### src/logic/ebac_cfg.svh
// Constants for the byte-wide non-volatile memory access controller
// Overview of operation
// Address register holds a 6-bit byte address; bits above it read zero.
// Data register is 8 bits, read/write, zero after power-on.
// Control bits: program_enable 3, write trigger 2, fetch_enable 1, read trigger 0.
// No memory write is performed while program_enable is zero.
// Write trigger starts a write; hardware clears it when the write ends.
// Write trigger is ignored unless program_enable was already set.
// No memory read is performed while fetch_enable is zero.
// Read trigger starts a read; hardware clears it when the read ends.
// Read trigger is ignored unless fetch_enable was already set.
// Fetched byte lands in the data register and stays until the next operation.
// Software never sets both triggers, nor an enable and trigger together.
// Read: set fetch_enable, load address, set trigger, poll, then read data.
// Write: set program_enable, load address and data, trigger, poll or await irq.
// Write duration comes from a timer asynchronous to the system clock.
// Power-on clears program_enable so no write can happen.
// Write completion sets the write-done request flag.
// Request reaches the CPU only with both enables set and stack not full.
// Servicing the interrupt clears the write-done flag automatically.
// Software sets the write trigger right after setting program_enable.
// Software masks global interrupts around the start of a write.
// Control register sits at 40H in bank 1; software selects bank 01H first.
// Address and data are captured at cycle start against later changes.
`ifndef EBAC_CFG_SVH
`define EBAC_CFG_SVH
`define EBAC_CTRL_OFS 8'h40
`define EBAC_CTRL_BANK 1'b1
`define EBAC_ADDR_OFS 8'h1e
`define EBAC_BYTE_OFS 8'h1f
`define EBAC_DATA_BANK 1'b0
`define EBAC_PROGRAM_ENABLE_BIT 3
`define EBAC_WRGO_BIT 2
`define EBAC_FETCH_ENABLE_BIT 1
`define EBAC_RDGO_BIT 0
`define EBAC_ADDR_W 6
`define EBAC_BYTE_RST 8'h00
`define EBAC_CTRL_RST 4'h0
`define EBAC_READ_CYC 2
`define EBAC_WR_TICKS 16
`endif

### src/logic/ebac_pkg.sv
// Types shared by the access controller files
package ebac_pkg;
  typedef enum logic [1:0] {
    EBAC_IDLE,
    EBAC_READ,
    EBAC_WRITE
  } ebac_state_e;

  typedef struct packed {
    logic bank;
    logic [7:0] addr;
    logic we;
    logic re;
    logic [7:0] wdata;
  } ebac_sfr_req_s;

  typedef struct packed {
    logic wr_en;
    logic wr_go;
    logic rd_en;
    logic rd_go;
  } ebac_ctrl_s;
endpackage

### src/logic/ebac_ctrl.sv
// Byte access controller for the on-chip non-volatile data memory
`timescale 1ns/1ns
`include "ebac_cfg.svh"
module ebac_ctrl import ebac_pkg::*; #(
  parameter int ADDR_W = `EBAC_ADDR_W,
  parameter int WR_TICKS = `EBAC_WR_TICKS
) (
  input wire logic i_clk_sys,
  input wire logic i_rst_n,
  input ebac_sfr_req_s i_sfr,
  output logic [7:0] o_rdata,
  input wire logic i_timer_osc,
  input wire logic i_global_irq_enable,
  input wire logic i_done_irq_enable,
  input wire logic i_stack_full,
  input wire logic i_irq_ack,
  output logic o_done_flag,
  output logic o_irq_req,
  output logic o_busy
);
  localparam int DEPTH = 1 << ADDR_W;
  localparam int RC = `EBAC_READ_CYC;

  generate
    if (ADDR_W < 6 || ADDR_W > 7) begin : g_chk_addr
      $error("ebac_ctrl: ADDR_W must be 6 or 7");
    end
    if (RC < 1 || RC > 4) begin : g_chk_rd
      $error("ebac_ctrl: read cycle count must be 1 to 4");
    end
  endgenerate

  ebac_state_e state_r;
  ebac_state_e state_nxt;
  ebac_ctrl_s ctrl_r;
  logic wr_en_r;
  logic wr_go_r;
  logic rd_en_r;
  logic rd_go_r;
  logic [ADDR_W-1:0] addr_r;
  logic [7:0] byte_r;
  logic [ADDR_W-1:0] cyc_addr_r;
  logic [7:0] cyc_data_r;
  logic [1:0] rd_cnt_r;
  logic [7:0] mem_r [DEPTH];
  logic [7:0] rd_word;
  logic [7:0] rdata_r;
  logic [7:0] rdata_nxt;
  logic flag_r;
  logic sel_addr;
  logic sel_byte;
  logic sel_ctrl;
  logic wr_ctrl;
  logic wr_trig;
  logic rd_trig;
  logic start_wr;
  logic start_rd;
  logic rd_done;
  logic wr_done;

  // Address decode; the control register lives only in bank 1
  assign sel_addr = (i_sfr.bank == `EBAC_DATA_BANK) && (i_sfr.addr == `EBAC_ADDR_OFS);
  assign sel_byte = (i_sfr.bank == `EBAC_DATA_BANK) && (i_sfr.addr == `EBAC_BYTE_OFS);
  assign sel_ctrl = (i_sfr.bank == `EBAC_CTRL_BANK) && (i_sfr.addr == `EBAC_CTRL_OFS);
  assign wr_ctrl = i_sfr.we && sel_ctrl;

  // Both triggers in one write is treated as no trigger at all
  assign wr_trig = wr_ctrl && i_sfr.wdata[`EBAC_WRGO_BIT] && !i_sfr.wdata[`EBAC_RDGO_BIT];
  assign rd_trig = wr_ctrl && i_sfr.wdata[`EBAC_RDGO_BIT] && !i_sfr.wdata[`EBAC_WRGO_BIT];

  // Enables are judged on their stored value, so a same-write enable does not count
  assign start_wr = wr_trig && ctrl_r.wr_en && (state_r == EBAC_IDLE);
  assign start_rd = rd_trig && ctrl_r.rd_en && (state_r == EBAC_IDLE);

  // Each control bit has its own register; the struct is the software view
  assign ctrl_r = '{wr_en: wr_en_r, wr_go: wr_go_r, rd_en: rd_en_r, rd_go: rd_go_r};

  assign rd_done = (state_r == EBAC_READ) && (rd_cnt_r == 2'(RC - 1));
  assign rd_word = mem_r[cyc_addr_r];

  ebac_write_timer #(
    .TICKS(WR_TICKS)
  ) u_timer (
    .i_clk_sys(i_clk_sys),
    .i_rst_n(i_rst_n),
    .i_start(start_wr),
    .i_osc(i_timer_osc),
    .o_done(wr_done)
  );

  always_comb begin
    state_nxt = state_r;
    case (state_r)
      EBAC_IDLE: begin
        if (start_wr) begin
          state_nxt = EBAC_WRITE;
        end else if (start_rd) begin
          state_nxt = EBAC_READ;
        end
      end
      EBAC_READ: begin
        if (rd_done) begin
          state_nxt = EBAC_IDLE;
        end
      end
      EBAC_WRITE: begin
        if (wr_done) begin
          state_nxt = EBAC_IDLE;
        end
      end
      default: begin
        state_nxt = EBAC_IDLE;
      end
    endcase
  end

  always_ff @(posedge i_clk_sys) begin
    if (!i_rst_n) begin
      state_r <= EBAC_IDLE;
    end else begin
      state_r <= state_nxt;
    end
  end

  // Read length is counted in system clocks; only writes use the slow timer
  always_ff @(posedge i_clk_sys) begin
    if (!i_rst_n) begin
      rd_cnt_r <= 2'h0;
    end else if (start_rd) begin
      rd_cnt_r <= 2'h0;
    end else if (state_r == EBAC_READ) begin
      rd_cnt_r <= rd_cnt_r + 2'h1;
    end
  end

  // Enable bits: plain read/write, cleared at power-on
  always_ff @(posedge i_clk_sys) begin
    if (!i_rst_n) begin
      wr_en_r <= 1'b0;
      rd_en_r <= 1'b0;
    end else if (wr_ctrl) begin
      wr_en_r <= i_sfr.wdata[`EBAC_PROGRAM_ENABLE_BIT];
      rd_en_r <= i_sfr.wdata[`EBAC_FETCH_ENABLE_BIT];
    end
  end

  // Triggers are owned by hardware once set; software cannot abort a cycle
  always_ff @(posedge i_clk_sys) begin
    if (!i_rst_n) begin
      wr_go_r <= 1'b0;
    end else if (start_wr) begin
      wr_go_r <= 1'b1;
    end else if (wr_done) begin
      wr_go_r <= 1'b0;
    end
  end

  always_ff @(posedge i_clk_sys) begin
    if (!i_rst_n) begin
      rd_go_r <= 1'b0;
    end else if (start_rd) begin
      rd_go_r <= 1'b1;
    end else if (rd_done) begin
      rd_go_r <= 1'b0;
    end
  end

  // Address register has no defined power-on value; cleared for determinism
  always_ff @(posedge i_clk_sys) begin
    if (!i_rst_n) begin
      addr_r <= '0;
    end else if (i_sfr.we && sel_addr) begin
      addr_r <= i_sfr.wdata[ADDR_W-1:0];
    end
  end

  // Cycle operands are frozen at the start
  always_ff @(posedge i_clk_sys) begin
    if (!i_rst_n) begin
      cyc_addr_r <= '0;
      cyc_data_r <= `EBAC_BYTE_RST;
    end else if (start_wr || start_rd) begin
      cyc_addr_r <= addr_r;
      cyc_data_r <= byte_r;
    end
  end

  // Fetched byte beats a software write in the same cycle
  always_ff @(posedge i_clk_sys) begin
    if (!i_rst_n) begin
      byte_r <= `EBAC_BYTE_RST;
    end else if (rd_done && ctrl_r.rd_en) begin
      byte_r <= rd_word;
    end else if (i_sfr.we && sel_byte) begin
      byte_r <= i_sfr.wdata;
    end
  end

  // Cell array keeps no reset; dropping program_enable mid-cycle loses the write
  always_ff @(posedge i_clk_sys) begin
    if (wr_done && ctrl_r.wr_en) begin
      mem_r[cyc_addr_r] <= cyc_data_r;
    end
  end

  // Completion beats a same-cycle acknowledge
  always_ff @(posedge i_clk_sys) begin
    if (!i_rst_n) begin
      flag_r <= 1'b0;
    end else if (wr_done) begin
      flag_r <= 1'b1;
    end else if (i_irq_ack) begin
      flag_r <= 1'b0;
    end
  end

  always_comb begin
    rdata_nxt = 8'h00;
    if (sel_addr) begin
      rdata_nxt = {{(8 - ADDR_W){1'b0}}, addr_r};
    end else if (sel_byte) begin
      rdata_nxt = byte_r;
    end else if (sel_ctrl) begin
      rdata_nxt = {4'h0, ctrl_r.wr_en, ctrl_r.wr_go, ctrl_r.rd_en, ctrl_r.rd_go};
    end
  end

  always_ff @(posedge i_clk_sys) begin
    if (!i_rst_n) begin
      rdata_r <= 8'h00;
    end else if (i_sfr.re) begin
      rdata_r <= rdata_nxt;
    end
  end

  assign o_rdata = rdata_r;
  assign o_done_flag = flag_r;
  assign o_irq_req = flag_r && i_global_irq_enable && i_done_irq_enable && !i_stack_full;
  assign o_busy = (state_r != EBAC_IDLE);
endmodule // ebac_ctrl

### src/logic/ebac_write_timer.sv
// Write-cycle timer paced by an oscillator outside the system clock domain
`timescale 1ns/1ns
`include "ebac_cfg.svh"
module ebac_write_timer import ebac_pkg::*; #(
  parameter int TICKS = `EBAC_WR_TICKS
) (
  input wire logic i_clk_sys,
  input wire logic i_rst_n,
  input wire logic i_start,
  input wire logic i_osc,
  output logic o_done
);
  localparam int CW = $clog2(TICKS + 1);

  generate
    if (TICKS < 1 || TICKS > 65535) begin : g_chk
      $error("ebac_write_timer: TICKS out of range");
    end
  endgenerate

  logic sync1_r;
  logic sync2_r;
  logic sync3_r;
  logic lvl_r;
  logic run_r;
  logic [CW-1:0] cnt_r;
  logic tick;

  // Oscillator level is trusted only once the last two stages agree
  always_ff @(posedge i_clk_sys) begin
    if (!i_rst_n) begin
      sync1_r <= 1'b0;
      sync2_r <= 1'b0;
      sync3_r <= 1'b0;
    end else begin
      sync1_r <= i_osc;
      sync2_r <= sync1_r;
      sync3_r <= sync2_r;
    end
  end

  always_ff @(posedge i_clk_sys) begin
    if (!i_rst_n) begin
      lvl_r <= 1'b0;
    end else if (sync2_r == sync3_r) begin
      lvl_r <= sync3_r;
    end
  end

  assign tick = (sync2_r == sync3_r) && sync3_r && !lvl_r;

  // Duration depends on the free oscillator, not on system cycles
  always_ff @(posedge i_clk_sys) begin
    if (!i_rst_n) begin
      run_r <= 1'b0;
      cnt_r <= '0;
    end else if (i_start) begin
      run_r <= 1'b1;
      cnt_r <= '0;
    end else if (run_r && tick) begin
      if (cnt_r == CW'(TICKS - 1)) begin
        run_r <= 1'b0;
      end
      cnt_r <= cnt_r + CW'(1);
    end
  end

  assign o_done = run_r && tick && (cnt_r == CW'(TICKS - 1));
endmodule // ebac_write_timer

### config.mk
export PLATFORM = sky130hd
export DESIGN_NAME = ebac_ctrl
export DESIGN_NICKNAME = d
export VERILOG_FILES = /design/src/logic/ebac_pkg.sv /design/src/logic/ebac_ctrl.sv /design/src/logic/ebac_write_timer.sv
export VERILOG_INCLUDE_DIRS = /design/src /design/src/logic
export SDC_FILE = /design/constraint.sdc
export NUM_CORES = 1
export LEC_CHECK = 0
export BUFFER_PORTS_ARGS = -buffer_cell sky130_fd_sc_hd__buf_4
export CORE_MARGIN = 2
export CORE_UTILIZATION = 50
export DETAILED_ROUTE_END_ITERATION = 6
export HOLD_SLACK_MARGIN = 0.1
export PLACE_DENSITY = 0.65
export SLEW_MARGIN = 10
export SYNTH_ARGS = -nofsm -noshare
export SYNTH_HDL_FRONTEND = slang
export SYNTH_HIERARCHICAL = 1
export SYNTH_SLANG_ARGS = --single-unit
### constraint.sdc
create_clock -name i_clk_sys -period 3.51 [get_ports i_clk_sys]
set_input_delay 0.5265 -clock i_clk_sys [delete_from_list [all_inputs] [get_ports i_clk_sys]]
set_output_delay 0.5265 -clock i_clk_sys [all_outputs]
set_load 0.02 [all_outputs]
==> results of run 1 <==
report_power, final:
group	leakage, nW	switching, mW	internal, mW	total, mW
clock network	0.845	2.47	3.25	5.72
registers	6.42	0.000736	7.31	7.31
logic	2.24	0.0292	0.0262	0.0555
total	9.51	2.50	10.6	13.1
synthesized netlist by cell type (3+ instances only):
| cell | instances |
|---|---|
| a311oi_1 | 8 |
| buf_2 | 19 |
| o311ai_0 | 3 |
| o21ai_0 | 6 |
| edfxtp_1 | 512 |
| mux2i_1 | 50 |
| nor2_1 | 124 |
| or2_2 | 3 |
| dfxtp_1 | 61 |
| ha_1 | 4 |
| and2_1 | 5 |
| nor2b_1 | 6 |
| a221oi_1 | 8 |
| o211ai_1 | 15 |
| a22oi_1 | 21 |
| nand2_1 | 49 |
| and3_1 | 3 |
| nand3_1 | 10 |
| a21oi_1 | 15 |
| inv_1 | 6 |
| nor3_1 | 3 |
| nand3b_1 | 4 |
| mux4_2 | 126 |
| o22ai_1 | 8 |
| or3_1 | 5 |
| buf_4 | 12 |
| a31oi_1 | 8 |
| nand4_1 | 3 |
| nand2b_1 | 19 |
| a211oi_1 | 3 |
| a22o_1 | 4 |
| and4b_1 | 3 |
| clkbuf_1 | 30 |
stage by stage:
step | worst slack, ps | instances | total power, mW | instance area (µm²)
final | 552 | 1939 | 13.1 | 25500
after global routing | 327 | 1939 | 13.4 | 25500
after CTS | 519 | 1939 | 13.2 | 25500
after detailed placement | 565 | 1837 | 7.51 | 23700
after global placement | 650 | 1837 | 7.51 | 23700
after floorplan | 1150 | 1190 | 7.48 | 22400
final cells by class:
class                   count  area [µm²]  area share
well taps                 592         741      0.0291
multi-input cells         545        5440       0.214
clock inverters            35         270      0.0106
inverters                   8        30.0     0.00118
clock buffers              67        1460      0.0575
flip-flops and latches    573       16600       0.653
repair buffers            119         906      0.0356
layer usage:
layer  global-route usage  routed length [µm]  vias up
met1                0.329               21800     6011
met3               0.0350                3730       86
met2                0.338               23500      473
li1                     -                   -     5029
met5                    0                   0        -
met4               0.0798                1670        0
worst max-delay path by stage:
stage / endpoint / depth (start not counted) / slack [ps]
detailed placement: mem_r[44][0]$_DFFE_PP_ / 8 / 560
finish: mem_r[12][0]$_DFFE_PP_ / 8 / 550
floorplan: mem_r[48][0]$_DFFE_PP_ / 8 / 1150
CTS: mem_r[4][6]$_DFFE_PP_ / 8 / 520
global placement: mem_r[4][5]$_DFFE_PP_ / 8 / 650
global route: mem_r[4][2]$_DFFE_PP_ / 8 / 330
flip-flops by register name (all words and copies together) (netlist names), named ones only:
register and cells:
o_done_flag 1, rd_en_r 1, wr_en_r 1, addr_r 6
mem_r 512, byte_r 8, u_timer/lvl_r 1, rd_cnt_r 2
u_timer/sync3_r 1, wr_go_r 1, u_timer/sync1_r 1, state_r 2
u_timer/cnt_r 5, u_timer/sync2_r 1, rd_go_r 1, cyc_data_r 8
o_rdata 8, cyc_addr_r 6, u_timer/run_r 1
cell families after synthesis:
family                     after synthesis  share of synthesized area
adders and majority gates                4                    0.00224
xor gates and xnor gates                 2                   0.000782
AOI/OAI and AO/OA                      105                     0.0334
DFF                                    573                      0.741
muxes                                  179                      0.151
buffers and inverters                   72                     0.0159
and+or+nand+nor                        255                     0.0558
==> results.txt, run 1 <==
Outcome = complete, no violations
# setup viols final = 0
Vias per cell = 5.98
Residual DRC = 0
Post-synth ARST share = 0
Mean Syn Cell Area = 18.8 µm²
Gr usage total = 0.222
Cell variety after synth = 61
ANT cells = 0
Die width = 216 µm
Commonest cells after routing, fill and taps aside = 512 x edfxtp_1, 126 x mux4_2, 124 x nor2_1
Die ar. = 46500 µm²
Setup crit end kind = register
Clk_skew = 15.6 ps
Vias in the first global route = 11500
Slew @ Worst Pin = 1010 ps
Area contributors post-synth = edfxtp_1 69%, mux4_2 13%, dfxtp_1 5.5%
# hold bufs at CTS = 0
WHS = 137 ps
Initial Utilization = 0.506
Antenna violations before repair = 0
Root buffer cell = clkbuf_16
TritonRoute pass-1 iters = 5
LEAKAGE = 9.51 nW
Worst setup path start = u_timer/cnt_r[0]$_SDFFE_PP0P_
Fmax = 338 MHz
Max Root-Sink Buffers = 3
Number of setup buffers added after CTS = 0
Primary FF master, synth = edfxtp_1
Detail Placement HPWL = 32200 µm
Worst endpoint required time = 3750 ps
Gr ovfl total = 0
Mean routed wirelength per cell = 26.2 µm
Setup TNS = 0 ps
Worst Hold Path EP = u_timer/sync1_r$_SDFF_PN0_
Mapped cell area = 22400 µm²
Largest area contributor in the netlist = edfxtp_1
Synthesis-stage register bit count = 573
Final Core Density = 0.576
HP Class = in2reg
Die H = 216 µm
CTS sink count = 573
Pin count of the biggest net entering global routing = 66
CP max-delay cell = nor2_1
RR Endpoint = mem_r[12][0]$_DFFE_PP_
Worst EP arrival = 3200 ps
Max incr delay on CP = 700 ps
Final period util = 0.843
Share of cells above drive strength 1 = 0.261
Final #Nets = 1333
Syn nets = 1220
IO buf count = 36
PostCTS Resize Cnt = 0
CTS clk-pin slew, worst paths = 60 ps
I/O pin cnt = 37
Post-synth EDFFs = 512
PD cells = 514 nW/µm²
H-tree levels = 2
Num CTS Buffers = 56
Synth Instances = 1190
RSZ-0062 raised after global routing = no
Rows = 77
Core ar. = 44200 µm²
Hold Path Stages = 2
Buf+Inv Stages, Crit Path = 1
Hold_sp = i_timer_osc
R2R Path Start = u_timer/cnt_r[0]$_SDFFE_PP0P_
Fin crit period = 2960 ps
CP Class = reg2reg
Routed WL = 50800 µm
Worst vdd ir = 0.000362 V
Commonest non-fill, non-tap cell in the layout = edfxtp_1
CP Max Fanout = 8
Max-Slew Margin vs Limit = 0.325
RD Place Congestion = 0.852
Top delay family on crit path = simple AND/OR/NAND/NOR gates
CP startpoint kind = register
Critical-path cell list = ha_1 > and3_1 > ha_1 > and2_4 > inv_1 > nor2_1 > nand3_1 > nor2_1
Vias = 11600
FF-to-FF setup slack = 550 ps
Filler Cell Count = 3279
Max_cap viols = 0
Layout area overhead = 13.8%
Pins over their slew limit = 0
First-pass GRT wire length = 75900 µm
Hold Vio Cnt, Final = 0
Sequential fraction of the synthesis area = 0.741
Post-route ant nets = 0
Clk Latency, worst-skew pair = 610 ps
Yosys warning total = 6
Post-synth top area share = 0.687
TritonCTS clock tree = yes
Reg2Reg Depth = 8
Starting DRC count in detailed routing = 1325
Note: power is estimated with default switching activity, not from simulation.
==> run 2: changes to the inputs <==
clock period = 2.9 ns   (was 3.51 ns; I/O delays follow)
==> run 2 against run 1 <==
Against the previous run:
- clock skew is essentially flat
- die area unchanged
- core utilization grew 1.1 points
- critical path depth down 2
- cell area rose by 1.9%
- clock power increased by 26%
- global-route usage down 0.18 points
- sequential share of layout area fell by 1.2 points
- first-iteration DRC count increased by 9.1%
- critical endpoint is now byte_r[6]$_SDFFE_PN0P_
==> results.txt, run 2 (same netlist as run 1, synthesis figures left out) <==
H-tree levels = 2 (unchanged)
I/O pin cnt = 37 (unchanged)
Antenna violations before repair = 0 (unchanged)
Hold_sp = i_irq_ack (was i_timer_osc)
Routed WL = 50400 µm (was 50800 µm)
Final Power = 16.1 mW (was 13.1 mW)
Residual DRC = 0 (unchanged)
Vias = 11700 (was 11600)
TritonRoute pass-1 iters = 5 (unchanged)
RSZ-0062 raised after global routing = no (unchanged)
Max reg flops = 512 (unchanged)
PostCTS Resize Cnt = 0 (unchanged)
PD cells = 622 nW/µm² (was 514 nW/µm²)
CP Class = reg2reg (unchanged)
Pins over their slew limit = 0 (unchanged)
Die H = 216 µm (unchanged)
RR Endpoint = byte_r[6]$_SDFFE_PN0P_ (was mem_r[12][0]$_DFFE_PP_)
Max-Slew Margin vs Limit = 0.334 (was 0.325)
Mean routed wirelength per cell = 25.5 µm (was 26.2 µm)
Fmax = 377 MHz (was 338 MHz)
TritonCTS clock tree = yes (unchanged)
Core ar. = 44200 µm² (unchanged)
Area of placed instances = 24100 µm² (was 23700 µm²)
Largest register by flop count = mem_r (unchanged)
Setup crit end kind = register (unchanged)
HP Class = in2reg (unchanged)
Clk Latency, worst-skew pair = 600 ps (was 610 ps)
CTS clk-pin slew, worst paths = 70 ps (was 60 ps)
LEAKAGE = 9.78 nW (was 9.51 nW)
Reg2Reg Depth = 6 (was 8)
Fin crit period = 2650 ps (was 2960 ps)
Gr usage total = 0.220 (was 0.222)
Filler Cell Count = 3204 (was 3279)
Num CTS Buffers = 56 (unchanged)
CP Max Fanout = 37 (was 8)
Critical-path cell list = buf_4 > mux4_2 > nor2_1 > a311oi_1 > o211ai_1 > a221oi_1 (was ha_1 > and3_1 > ha_1 > and2_4 > inv_1 > nor2_1 > nand3_1 > nor2_1)
Setup TNS = 0 ps (unchanged)
Share of cells above drive strength 1 = 0.284 (was 0.261)
ANT cells = 0 (unchanged)
Max_cap viols = 0 (unchanged)
Cell area after layout = 25900 µm² (was 25500 µm²)
Initial Utilization = 0.506 (unchanged)
# hold bufs at CTS = 6 (was 0)
Multi-input logic area = 5440 µm² (unchanged)
Layout area overhead = 15.9% (was 13.8%)
Slew @ Worst Pin = 999 ps (was 1010 ps)
Max Root-Sink Buffers = 3 (unchanged)
Clk_skew = 16.0 ps (was 15.6 ps)
Reg area = 16600 µm² (about the same)
Detail Placement HPWL = 31800 µm (was 32200 µm)
Outcome = complete, no violations (unchanged)
Number of setup buffers added after CTS = 0 (unchanged)
Commonest non-fill, non-tap cell in the layout = edfxtp_1 (unchanged)
Hold Vio Cnt, Final = 0 (unchanged)
Gr ovfl total = 0 (unchanged)
Worst EP arrival = 3150 ps (was 3200 ps)
Hold Path Stages = 4 (was 2)
Commonest cells after routing, fill and taps aside = 512 x edfxtp_1, 144 x buf_4, 126 x mux4_2 (was 512 x edfxtp_1, 126 x mux4_2, 124 x nor2_1)
Root buffer cell = clkbuf_16 (unchanged)
Worst endpoint required time = 3400 ps (was 3750 ps)
Final period util = 0.914 (was 0.843)
# setup viols final = 0 (unchanged)
IO buf count = 36 (unchanged)
Post-route ant nets = 0 (unchanged)
Starting DRC count in detailed routing = 1445 (was 1325)
FF-to-FF setup slack = 250 ps (was 550 ps)
Pin count of the biggest net entering global routing = 66 (unchanged)
Setup WS pre-CTS = 295 ps (was 565 ps)
Final #Nets = 1372 (was 1333)
Die ar. = 46500 µm² (unchanged)
Die width = 216 µm (unchanged)
Vias per cell = 5.92 (was 5.98)
Worst vdd ir = 0.000468 V (was 0.000362 V)
First-pass GRT wire length = 75400 µm (was 75900 µm)
RD Place Congestion = 0.881 (was 0.852)
Rows = 77 (unchanged)
Vias in the first global route = 11800 (was 11500)
CP startpoint kind = register (unchanged)
Worst setup margin = 248 ps (was 552 ps)
CP max-delay cell = dfxtp_4 (was nor2_1)
CTS sink count = 573 (unchanged)
Worst Hold Path EP = o_done_flag$_SDFFE_PN0P_ (was u_timer/sync1_r$_SDFF_PN0_)
Max incr delay on CP = 860 ps (was 700 ps)
## run 2: changes by cell type in the layout (fill, tap and decap cells not counted), moves of 2 or more
| cell | before | now |
|---|---|---|
| buf_12 | 1 | 8 |
| buf_4 | 118 | 144 |
| bufinv_16 | 4 | 6 |
| clkbuf_1 | 10 | 8 |
| clkinv_1 | 15 | 9 |
| dlygate4sd3_1 | 0 | 6 |
| inv_6 | 2 | 5 |
## run 2: worst max-delay path by stage
stage / from / to
after global placement: register / byte_r[2]$_SDFFE_PN0P_
after detailed placement: register / byte_r[6]$_SDFFE_PN0P_
after floorplan: u_timer/sync3_r$_SDFF_PN0_ / mem_r[48][0]$_DFFE_PP_
final: register / byte_r[6]$_SDFFE_PN0P_
after global routing: register / byte_r[6]$_SDFFE_PN0P_
after CTS: register / byte_r[6]$_SDFFE_PN0P_
## run 2: area by class of cell
| class | instances | share of cell area |
|---|---|---|
| inverter | 8 | 0.00116 |
| sequential | 573 | 0.640 |
| timing repair buffer | 158 | 0.0502 |
| tap | 592 | 0.0285 |
| multi-input combinational | 545 | 0.210 |
| clock inverter | 37 | 0.0139 |
| clock buffer | 65 | 0.0561 |
## run 2: metrics by stage
step / std cells / hold WS (ps) / utilization
3_5_place_dp: 1870 / 422 / 0.544
3_3_place_gp: 1870 / 415 / 0.544
6_report: 1978 / 137 / 0.587
5_1_grt: 1978 / 137 / 0.587
2_1_floorplan: 1190 / 412 / -
4_1_cts: 1978 / 101 / 0.587
## run 2: where the power goes
part | leakage (nW) | switching, mW | internal, mW | total [mW]
sequential | 6.42 | 0.000965 | 8.85 | 8.85
clock | 0.889 | 3.06 | 4.14 | 7.20
combinational | 2.46 | 0.0371 | 0.0379 | 0.0750
total | 9.78 | 3.09 | 13.0 | 16.1
## run 2: routing by layer
layer | part of all wire | wire (µm) | global-route usage
met3 | 0.075 | 3790 | 0.0402
met4 | 0.030 | 1490 | 0.0722
met2 | 0.46 | 23300 | 0.337
met1 | 0.43 | 21800 | 0.324
met5 | 0 | 0 | 0
## run 2: critical path, delay by kind of cell, from the launching register on
family | cells | cell delay [ps]
compound gates | 3 | 1010
buf+inv | 1 | 370
flops | 1 | 860
mux | 1 | 220
simple gates | 1 | 40
